==> src/nvmc_map.svh <==
// Register offsets, field positions, reset values and timing counts of the NVM command controller
`ifndef NVMC_MAP_SVH
`define NVMC_MAP_SVH

`define NVMC_OFF_CMD 4'h0
`define NVMC_OFF_LOCK 4'h1
`define NVMC_OFF_STATUS 4'h2
`define NVMC_OFF_INTEN 4'h3
`define NVMC_OFF_INTFLAG 4'h4
`define NVMC_OFF_DATA_LO 4'h6
`define NVMC_OFF_DATA_HI 4'h7
`define NVMC_OFF_ADDR_LO 4'h8
`define NVMC_OFF_ADDR_HI 4'h9
`define NVMC_OFF_KEY 4'ha

`define NVMC_LOCK_APP_BIT 0
`define NVMC_LOCK_BOOT_BIT 1
`define NVMC_ST_FLASH_BIT 0
`define NVMC_ST_EE_BIT 1
`define NVMC_ST_FAULT_BIT 2
`define NVMC_READY_BIT 0

`define NVMC_RESET_BYTE 8'h00
`define NVMC_RESET_WORD 16'h0000
`define NVMC_KEY_VALUE 8'h9d
`define NVMC_IRQ_VECTOR 8'h00
`define NVMC_KEY_WINDOW 3'h4

`endif

==> src/nvmc_pkg.sv <==
// Types of the NVM command controller
package nvmc_pkg;

    typedef enum logic [2:0] {
        NVMC_CMD_NONE = 3'h0,
        NVMC_CMD_PAGE_WRITE = 3'h1,
        NVMC_CMD_PAGE_ERASE = 3'h2,
        NVMC_CMD_ERASE_WRITE = 3'h3,
        NVMC_CMD_BUF_CLEAR = 3'h4,
        NVMC_CMD_FULL_ERASE = 3'h5,
        NVMC_CMD_EE_WIPE = 3'h6,
        NVMC_CMD_FUSE_PROG = 3'h7
    } nvmc_cmd_t;

    typedef enum logic [3:0] {
        NVMC_ST_IDLE = 4'b0001,
        NVMC_ST_BUSY = 4'b0010,
        NVMC_ST_SLEEP = 4'b0100,
        NVMC_ST_HOLD = 4'b1000
    } nvmc_state_t;

    // Command handed to the memory arrays
    typedef struct packed {
        logic start;
        nvmc_cmd_t cmd;
        logic to_flash;
        logic to_eeprom;
        logic [15:0] addr;
        logic [15:0] data;
    } nvmc_array_req_t;

    // Register bus request
    typedef struct packed {
        logic wr;
        logic rd;
        logic [3:0] addr;
        logic [7:0] wdata;
    } nvmc_bus_req_t;

endpackage

==> src/nvmc_controller.sv <==
// NVM command controller: register bank, key unlock, command sequencing, locks and sleep handling
//
// Design decision made here: the plain strobed port.
`include "nvmc_map.svh"

module nvmc_controller #(
    parameter int ADDR_W = 16,
    parameter logic [15:0] EEPROM_BASE = 16'h1400,
    parameter logic [15:0] EEPROM_END = 16'h14ff,
    parameter logic [15:0] FLASH_BASE = 16'h8000,
    parameter logic [15:0] BOOT_END = 16'h8400,
    parameter logic [15:0] APP_END = 16'h8800
) (
    input wire logic clk,
    input wire logic rst,
    // Register port
    input wire nvmc_pkg::nvmc_bus_req_t bus_req,
    input wire logic bus_from_debug,
    output logic [7:0] bus_rdata,
    // Page buffer write notification (address of the store)
    input wire logic buf_store,
    input wire logic [15:0] buf_store_addr,
    // CPU context
    input wire logic instr_done,
    input wire logic [15:0] fetch_addr,
    input wire logic boot_read,
    // Fuse and system sleep
    input wire logic eeprom_preserve_fuse,
    input wire logic sys_sleep,
    input wire logic sleep_idle_mode,
    // Array side
    output nvmc_pkg::nvmc_array_req_t array_req,
    input wire logic array_done,
    output logic buf_clear,
    output logic boot_zero,
    output logic irq,
    output logic [7:0] irq_vector,
    output logic wake_req,
    output logic keep_clock,
    output logic ctrl_asleep
);
    import nvmc_pkg::*;

    initial begin
        if (ADDR_W != 16) begin
            $error("nvmc_controller serves a 16-bit address only");
        end
    end

    // ************************************************************
    // Registers
    // ************************************************************
    nvmc_state_t state;
    nvmc_state_t next_state;
    logic [2:0] cmd_field;
    logic app_code_protect;
    logic boot_lock_pending;
    logic boot_section_lock;
    logic write_fault;
    logic flash_busy;
    logic eeprom_busy;
    logic ready_enable;
    logic eeprom_ready;
    logic [15:0] fuse_value;
    logic [15:0] target_location;
    logic [2:0] key_count;
    logic buf_in_flash;
    logic buf_in_eeprom;

    // ************************************************************
    // Decode
    // ************************************************************
    wire wr = bus_req.wr;
    wire [3:0] a = bus_req.addr;
    wire [7:0] wd = bus_req.wdata;
    wire in_boot = fetch_addr >= FLASH_BASE && fetch_addr < BOOT_END;
    wire key_wr = wr && a == `NVMC_OFF_KEY && wd == `NVMC_KEY_VALUE;
    wire unlocked = key_count != 3'h0;
    wire cmd_wr = wr && a == `NVMC_OFF_CMD && unlocked;
    wire lock_wr = wr && a == `NVMC_OFF_LOCK;
    wire ready_clr = wr && a == `NVMC_OFF_INTFLAG && wd[`NVMC_READY_BIT];
    wire nvmc_cmd_t new_cmd = nvmc_cmd_t'(wd[2:0]);
    wire addr_is_ee = target_location >= EEPROM_BASE && target_location <= EEPROM_END;
    wire addr_is_flash = target_location >= FLASH_BASE;
    wire addr_in_app = target_location >= BOOT_END && target_location < APP_END;
    wire addr_in_boot = addr_is_flash && target_location < BOOT_END;
    wire is_page = new_cmd == NVMC_CMD_PAGE_WRITE || new_cmd == NVMC_CMD_PAGE_ERASE
        || new_cmd == NVMC_CMD_ERASE_WRITE;
    // Protected area: boot never CPU-writable, app code when protected
    wire prot_hit = is_page && addr_is_flash && (addr_in_boot || (app_code_protect && addr_in_app));
    wire mixed_buf = is_page && buf_in_flash && buf_in_eeprom;
    wire fuse_denied = new_cmd == NVMC_CMD_FUSE_PROG && !bus_from_debug;
    wire cmd_bad = prot_hit || mixed_buf || fuse_denied;
    wire busy_now = flash_busy || eeprom_busy;
    wire cmd_go = cmd_wr && !busy_now && new_cmd != NVMC_CMD_NONE && new_cmd != NVMC_CMD_BUF_CLEAR && !cmd_bad;
    wire go_ee = is_page ? addr_is_ee : new_cmd == NVMC_CMD_EE_WIPE
        || (new_cmd == NVMC_CMD_FULL_ERASE && !eeprom_preserve_fuse);
    wire go_flash = is_page ? addr_is_flash : new_cmd == NVMC_CMD_FULL_ERASE
        || new_cmd == NVMC_CMD_FUSE_PROG;
    // Any exit from sleep, asleep or held by a write, clears the buffer
    wire waking = (state == NVMC_ST_SLEEP || state == NVMC_ST_HOLD) && !sys_sleep;

    // ************************************************************
    // Sleep and operation state
    // ************************************************************
    always_comb begin
        next_state = state;
        case (state)
            NVMC_ST_IDLE: begin
                if (cmd_go) begin
                    next_state = NVMC_ST_BUSY;
                end else if (sys_sleep) begin
                    next_state = NVMC_ST_SLEEP;
                end
            end
            NVMC_ST_BUSY: begin
                if (array_done) begin
                    next_state = NVMC_ST_IDLE;
                end else if (sys_sleep) begin
                    next_state = NVMC_ST_HOLD;
                end
            end
            NVMC_ST_HOLD: begin
                if (array_done) begin
                    next_state = sys_sleep ? NVMC_ST_SLEEP : NVMC_ST_IDLE;
                end else if (!sys_sleep) begin
                    next_state = NVMC_ST_BUSY;
                end
            end
            NVMC_ST_SLEEP: begin
                if (!sys_sleep) begin
                    next_state = NVMC_ST_IDLE;
                end
            end
            default: begin
                next_state = NVMC_ST_IDLE;
            end
        endcase
    end

    // Reset returns to idle, dropping any operation underway
    always_ff @(posedge clk) begin
        if (rst) begin
            state <= NVMC_ST_IDLE;
        end else begin
            state <= next_state;
        end
    end

    // ************************************************************
    // Key window and command register
    // ************************************************************
    always_ff @(posedge clk) begin
        if (rst) begin
            key_count <= 3'h0;
        end else if (key_wr) begin
            key_count <= `NVMC_KEY_WINDOW;
        end else if (cmd_wr) begin
            key_count <= 3'h0;
        end else if (instr_done && unlocked) begin
            key_count <= key_count - 3'h1;
        end
    end

    always_ff @(posedge clk) begin
        if (rst) begin
            cmd_field <= 3'h0;
        end else if (cmd_wr) begin
            cmd_field <= wd[2:0];
        end else if (array_done) begin
            cmd_field <= 3'h0;
        end
    end

    // ************************************************************
    // Busy, fault and array request
    // ************************************************************
    always_ff @(posedge clk) begin
        if (rst) begin
            flash_busy <= 1'b0;
            eeprom_busy <= 1'b0;
            write_fault <= 1'b0;
            array_req <= '0;
        end else begin
            array_req.start <= cmd_go;
            if (cmd_go) begin
                flash_busy <= go_flash;
                eeprom_busy <= go_ee;
                array_req.cmd <= new_cmd;
                array_req.to_flash <= go_flash;
                array_req.to_eeprom <= go_ee;
                array_req.addr <= target_location;
                array_req.data <= fuse_value;
            end else if (array_done) begin
                flash_busy <= 1'b0;
                eeprom_busy <= 1'b0;
            end
            if (cmd_wr && new_cmd != NVMC_CMD_NONE) begin
                write_fault <= cmd_bad;
            end
        end
    end

    // ************************************************************
    // Page buffer tracking and clear
    // ************************************************************
    always_ff @(posedge clk) begin
        if (rst || buf_clear) begin
            buf_in_flash <= 1'b0;
            buf_in_eeprom <= 1'b0;
        end else if (buf_store) begin
            buf_in_flash <= buf_in_flash || buf_store_addr >= FLASH_BASE;
            buf_in_eeprom <= buf_in_eeprom || buf_store_addr < FLASH_BASE;
        end
    end

    always_ff @(posedge clk) begin
        if (rst) begin
            buf_clear <= 1'b1;
        end else begin
            buf_clear <= waking || array_done || (cmd_wr && new_cmd == NVMC_CMD_BUF_CLEAR);
        end
    end

    // ************************************************************
    // Section locks
    // ************************************************************
    always_ff @(posedge clk) begin
        if (rst) begin
            app_code_protect <= 1'b0;
            boot_lock_pending <= 1'b0;
            boot_section_lock <= 1'b0;
        end else begin
            if (lock_wr && wd[`NVMC_LOCK_APP_BIT]) begin
                app_code_protect <= 1'b1;
            end
            if (lock_wr && wd[`NVMC_LOCK_BOOT_BIT] && in_boot) begin
                boot_lock_pending <= 1'b1;
            end
            if (boot_lock_pending && !in_boot) begin
                boot_section_lock <= 1'b1;
            end
        end
    end

    // Zero boot reads and fetches once locked
    always_ff @(posedge clk) begin
        if (rst) begin
            boot_zero <= 1'b0;
        end else begin
            boot_zero <= boot_section_lock && (boot_read || in_boot);
        end
    end

    // ************************************************************
    // Interrupt source
    // ************************************************************
    always_ff @(posedge clk) begin
        if (rst) begin
            ready_enable <= 1'b0;
            eeprom_ready <= 1'b0;
        end else begin
            if (wr && a == `NVMC_OFF_INTEN) begin
                ready_enable <= wd[`NVMC_READY_BIT];
            end
            if (!eeprom_busy) begin
                eeprom_ready <= 1'b1;
            end else if (ready_clr) begin
                eeprom_ready <= 1'b0;
            end
        end
    end

    always_ff @(posedge clk) begin
        if (rst) begin
            irq <= 1'b0;
            irq_vector <= `NVMC_IRQ_VECTOR;
            wake_req <= 1'b0;
            keep_clock <= 1'b0;
            ctrl_asleep <= 1'b0;
        end else begin
            irq <= ready_enable && eeprom_ready;
            irq_vector <= `NVMC_IRQ_VECTOR;
            wake_req <= ready_enable && eeprom_ready && sys_sleep && sleep_idle_mode;
            keep_clock <= next_state == NVMC_ST_BUSY || next_state == NVMC_ST_HOLD;
            ctrl_asleep <= next_state == NVMC_ST_SLEEP;
        end
    end

    // ************************************************************
    // Address, data and read-back
    // ************************************************************
    always_ff @(posedge clk) begin
        if (rst) begin
            fuse_value <= `NVMC_RESET_WORD;
            target_location <= `NVMC_RESET_WORD;
        end else begin
            if (wr && a == `NVMC_OFF_DATA_LO) fuse_value[7:0] <= wd;
            if (wr && a == `NVMC_OFF_DATA_HI) fuse_value[15:8] <= wd;
            if (buf_store) begin
                target_location <= buf_store_addr;
            end else begin
                if (wr && a == `NVMC_OFF_ADDR_LO) target_location[7:0] <= wd;
                if (wr && a == `NVMC_OFF_ADDR_HI) target_location[15:8] <= wd;
            end
        end
    end

    logic [7:0] rd_mux;
    always_comb begin
        case (a)
            `NVMC_OFF_CMD: rd_mux = {5'h00, cmd_field};
            `NVMC_OFF_LOCK: rd_mux = {6'h00, boot_lock_pending, app_code_protect};
            `NVMC_OFF_STATUS: rd_mux = {5'h00, write_fault, eeprom_busy, flash_busy};
            `NVMC_OFF_INTEN: rd_mux = {7'h00, ready_enable};
            `NVMC_OFF_INTFLAG: rd_mux = {7'h00, eeprom_ready};
            `NVMC_OFF_DATA_LO: rd_mux = fuse_value[7:0];
            `NVMC_OFF_DATA_HI: rd_mux = fuse_value[15:8];
            `NVMC_OFF_ADDR_LO: rd_mux = target_location[7:0];
            `NVMC_OFF_ADDR_HI: rd_mux = target_location[15:8];
            default: rd_mux = `NVMC_RESET_BYTE;
        endcase
    end

    // Read data one cycle after the strobe, zero otherwise
    always_ff @(posedge clk) begin
        if (rst) begin
            bus_rdata <= `NVMC_RESET_BYTE;
        end else begin
            bus_rdata <= bus_req.rd ? rd_mux : `NVMC_RESET_BYTE;
        end
    end

endmodule // nvmc_controller

==> config.mk <==
export PLATFORM = sky130hd
export DESIGN_NAME = nvmc_controller
export DESIGN_NICKNAME = d
export VERILOG_FILES = /design/src/nvmc_pkg.sv /design/src/nvmc_controller.sv
export VERILOG_INCLUDE_DIRS = /design/src
export SDC_FILE = /design/constraint.sdc
export NUM_CORES = 1
export LEC_CHECK = 0
export BUFFER_PORTS_ARGS = -buffer_cell sky130_fd_sc_hd__buf_2
export CORE_ASPECT_RATIO = 0.7
export CORE_UTILIZATION = 30
export DETAILED_ROUTE_END_ITERATION = 10
export HOLD_SLACK_MARGIN = 0.08
export PLACE_DENSITY = 0.47
export SETUP_SLACK_MARGIN = 0.2
export SYNTH_ARGS = -nofsm -noshare
export SYNTH_HDL_FRONTEND = slang
export SYNTH_SLANG_ARGS = --single-unit
==> constraint.sdc <==
create_clock -name clk -period 3 [get_ports clk]
set_input_delay 0.45 -clock clk [delete_from_list [all_inputs] [get_ports clk]]
set_output_delay 0.45 -clock clk [all_outputs]
set_load 0.005 [all_outputs]
==> results by group <==
CTS
  – Post-CTS Setup Bufs: 0
  – Clk Tree Root Cell: sky130_fd_sc_hd__clkbuf_16
  – H-Tree Depth: 3
  – Clk slew on worst S/H paths: about 70 ps
  – Clock buffer depth: 2
  – CTS tree: yes
  – # clock sinks: 104
  – CTS Buf Count: 9
  – Clock latency on the worst-skew pair: 330 ps
  – Count of instances resized after the clock tree is built: 0
  – Hold Buf Count CTS: 0

Setup path
  – Type of origin of the critical path: flip-flop
  – Capture instance of the worst register-to-register path: state[2]$_SDFF_PP0_
  – RR Startpoint: key_count[0]$_SDFFE_PP0P_
  – Crit path capture type: flip-flop
  – R2r setup slk: 870 ps
  – Buffers plus inverters on the worst setup path: 2
  – Worst Path Arrival: 2310 ps
  – Standard cell with the maximum stage delay on the critical path: sky130_fd_sc_hd__nor4_4
  – Max stage delay on crit path: 390 ps
  – Highest net fanout along the worst path: 30
  – Crit Path Class: flip-flop to flip-flop
  – Data required time of the worst path: around 3200 ps
  – Cell type group with the largest total delay on the critical path: simple AND/OR/NAND/NOR gates
  – CP Cell Sequence: inv_1 > ha_1 > nand2b_1 > nand3_2 > nor4_4 > buf_12 > o32a_1 > nor3b_1
  – Worst reg2reg path depth: 8

Power and ir drop
  – Leakage: around 2.3 nW
  – Clock network fraction of design power: 40.3%
  – Sw frac: 24.94%
  – Gate power share: a little under an eighth
  – Power share of the sequential group: between 40% and 50%
  – VDD IR-drop max: 250.2 uV
  – Total power density per cell area: approximately 560 nW/um^2
  – Cell Int Power: 2.300 mW
  – Net switching power: 764.1 uW

Floorplan
  – Total Die Area: 15730 um^2
  – Cell Rows: 37
  – Number of top-level design ports: 116
  – Initial Util: between 30% and 40%
  – Die X-Extent: 149.5 um
  – Floorplan die height: 105.2 um
  – Area of the core: between 10000 and 15000 um^2

Layout
  – Number of nets in the finished design: 617
  – Area growth from synthesis to layout: 20.24%
  – Diodes inserted: 0
  – Most common cell after layout, fill and taps aside: sky130_fd_sc_hd__dfxtp_1
  – Ratio of cells with drive above 1 in the final layout: between 20% and 30%
  – Final instance count without filler cells: 759
  – Design area: 5493 um^2
  – Highest-count cells in the layout ignoring fill and taps: sky130_fd_sc_hd__dfxtp_1, sky130_fd_sc_hd__buf_2, sky130_fd_sc_hd__nor2_1

STA
  – Worst Max-Slew Pin Slew: 918.5 ps
  – Setup slack of the critical path after layout: 869.6 ps
  – Post-Route Hold Slack: 354.5 ps
  – Portion of the clock cycle consumed by the worst path in the final layout: 71.01%
  – Final worst clock skew: approximately 5.8 ps
  – Worst slew slack as a fraction of its limit: 37.99%
  – Min cycle time layout: approximately 2100 ps
  – Maximum clock frequency: about 470 MHz
  – RSZ-0062 raised after global routing: no
  – Number of pins with negative max-slew slack in the final report: 0
  – Setup TNS: 0 ps
  – Final hold violation count: 0
  – Final setup fails: 0

Place
  – DPL Wire Length: 8945 um
  – Port buffer count: 97
  – Pre-CTS setup slack: 607.3 ps
  – Cell count after placement: 743
  – Gpl congestion: around 0.84
  – DP Area: just over 5000 um^2

Synthesis
  – Yosys reg bits: around 100
  – Count of flip-flops with a built-in enable after synthesis: 0
  – Yosys cell types: 55
  – Average cell area after synthesis: roughly 9.6 um^2
  – Part of the Yosys area used for sequential elements: a little under half
  – Fraction of registers with async set or reset after synthesis: 0%
  – Leading register cell type out of synthesis: sky130_fd_sc_hd__dfxtp_1
  – Synthesis warning total: 0
  – Cells after synthesis: 476
  – Syn Std Cell Area: 4568 um^2

Worst hold path
  – Hold wc startpoint: sleep_idle_mode
  – Type of the most critical hold path: primary input to flip-flop
  – Capture endpoint of the worst hold path: wake_req$_SDFF_PP0_
  – Number of cells on the worst hold path: 2

Global routing
  – Wire length of the first global-routing pass: 19410 um
  – GRT Resource Usage Total: 16.05%
  – Initial antenna violation count: 0
  – Remaining global-route overflow: 0
  – Pin count of the biggest net entering global routing: 47
  – Number of global-route vias before repair: around 3500

Detailed routing
  – Number of DRC markers after the initial detailed-route iteration: 172
  – Wire length per cell: 16.22 um
  – Post-route ant nets: 0
  – Residual DRC: 0
  – Number of iterations in the first detailed-routing pass: 4
  – Total detailed-routing wirelength: ~12000 um
  – Via density per instance: 4.787
  – DR vias: ~3600

Flow run
  – Maximum Capacitance Violations: 0

Outcome
  – Status: finished clean
state kept, by name (all words and copies together), names as in the netlist, 3 cells and up:
signal,cells
key_count,3
cmd_field,3
bus_rdata,8
target_location,16
fuse_value,16
array_req,38
state,4
worst register-to-register path, cell delays in order, from the launching register on:
cell and delay, ps:
sky130_fd_sc_hd__dfxtp_1 310, sky130_fd_sc_hd__inv_1 70, sky130_fd_sc_hd__ha_1 220, sky130_fd_sc_hd__nand2b_1 210, sky130_fd_sc_hd__nand3_2 210, sky130_fd_sc_hd__nor4_4 390
sky130_fd_sc_hd__buf_12 270, sky130_fd_sc_hd__o32a_1 240, sky130_fd_sc_hd__nor3b_1 60
Yosys cell counts (6+ instances only):
cell,n,area (um^2)
sky130_fd_sc_hd__dfxtp_1,104,2082
sky130_fd_sc_hd__nor2_1,89,334.1
sky130_fd_sc_hd__mux2i_1,81,810.8
sky130_fd_sc_hd__clkbuf_1,21,78.83
sky130_fd_sc_hd__a21oi_1,18,90.09
sky130_fd_sc_hd__a211oi_1,17,127.6
sky130_fd_sc_hd__nand2_1,17,63.81
sky130_fd_sc_hd__buf_4,8,60.06
sky130_fd_sc_hd__nand2b_1,8,50.05
sky130_fd_sc_hd__nor3_1,8,40.04
sky130_fd_sc_hd__nand3_1,7,35.03
sky130_fd_sc_hd__nor2b_1,7,43.79
sky130_fd_sc_hd__nor3b_1,7,52.55
sky130_fd_sc_hd__inv_1,6,22.52
metal layers:
layer | vias up | wire length (um) | part of all wire (%) | GRT usage, %
met4 | 0 | 60 | 0.49 | 2.551
met3 | 4 | 636 | 5.2 | 3.636
met1 | 1701 | 6685 | 54 | 24.84
met2 | 101 | 4929 | 40 | 22.45
li1 | 1827 | - | - | -
met5 | - | 0 | 0 | 0
layout make-up:
cell class	count	area [um^2]
Timing Repair Buffer	105	558.0
Fill cell	1534	9275
Tap cell	195	244.0
Inverter	7	26.28
Clock inverter	6	83.83
Clock buffer	10	229.0
Multi-Input combinational cell	332	2270
Sequential cell	104	2082
worst max-delay path by stage:
stage / cells after the start / slack, ps / endpoint / start
after floorplan: 7 / 960 / array_req[10]$_SDFFE_PP0P_ / bus_req[8]
after global placement: 7 / 640 / ctrl_asleep$_SDFF_PP0_ / bus_req[8]
after detailed placement: 7 / 610 / state[2]$_SDFF_PP0_ / bus_req[8]
after CTS: 8 / 840 / state[2]$_SDFF_PP0_ / key_count[0]$_SDFFE_PP0P_
after global routing: 8 / 660 / state[2]$_SDFF_PP0_ / key_count[0]$_SDFFE_PP0P_
final: 8 / 870 / state[2]$_SDFF_PP0_ / key_count[0]$_SDFFE_PP0P_
cell families after synthesis:
| group | share of synthesized area (%) |
|---|---|
| compound gates | 9.724 |
| xor+xnor | 0.5753 |
| fa+ha+maj | 0.5477 |
| buf+inv | 5.314 |
| flops | 45.58 |
| mux | 18.73 |
| other cells | 0.08209 |
| simple gates | 19.45 |
power by group through the flow:
stage / logic, mW / clock network [mW] / registers [mW]
2_1_floorplan: 0.255 / 0 / 1.48
3_3_place_gp: 0.347 / 0 / 1.50
3_5_place_dp: 0.362 / 0 / 1.50
4_1_cts: 0.365 / 1.27 / 1.46
5_1_grt: 0.414 / 1.33 / 1.47
6_report: 0.364 / 1.23 / 1.47
metrics by stage:
step                utilization [%]  total power, mW
floorplan                         -            1.738
global placement              35.08            1.842
detailed placement            35.08            1.859
CTS                           37.19            3.097
global route                  37.19            3.218
finish                        37.19            3.064
(Power assumes the default switching activity.)
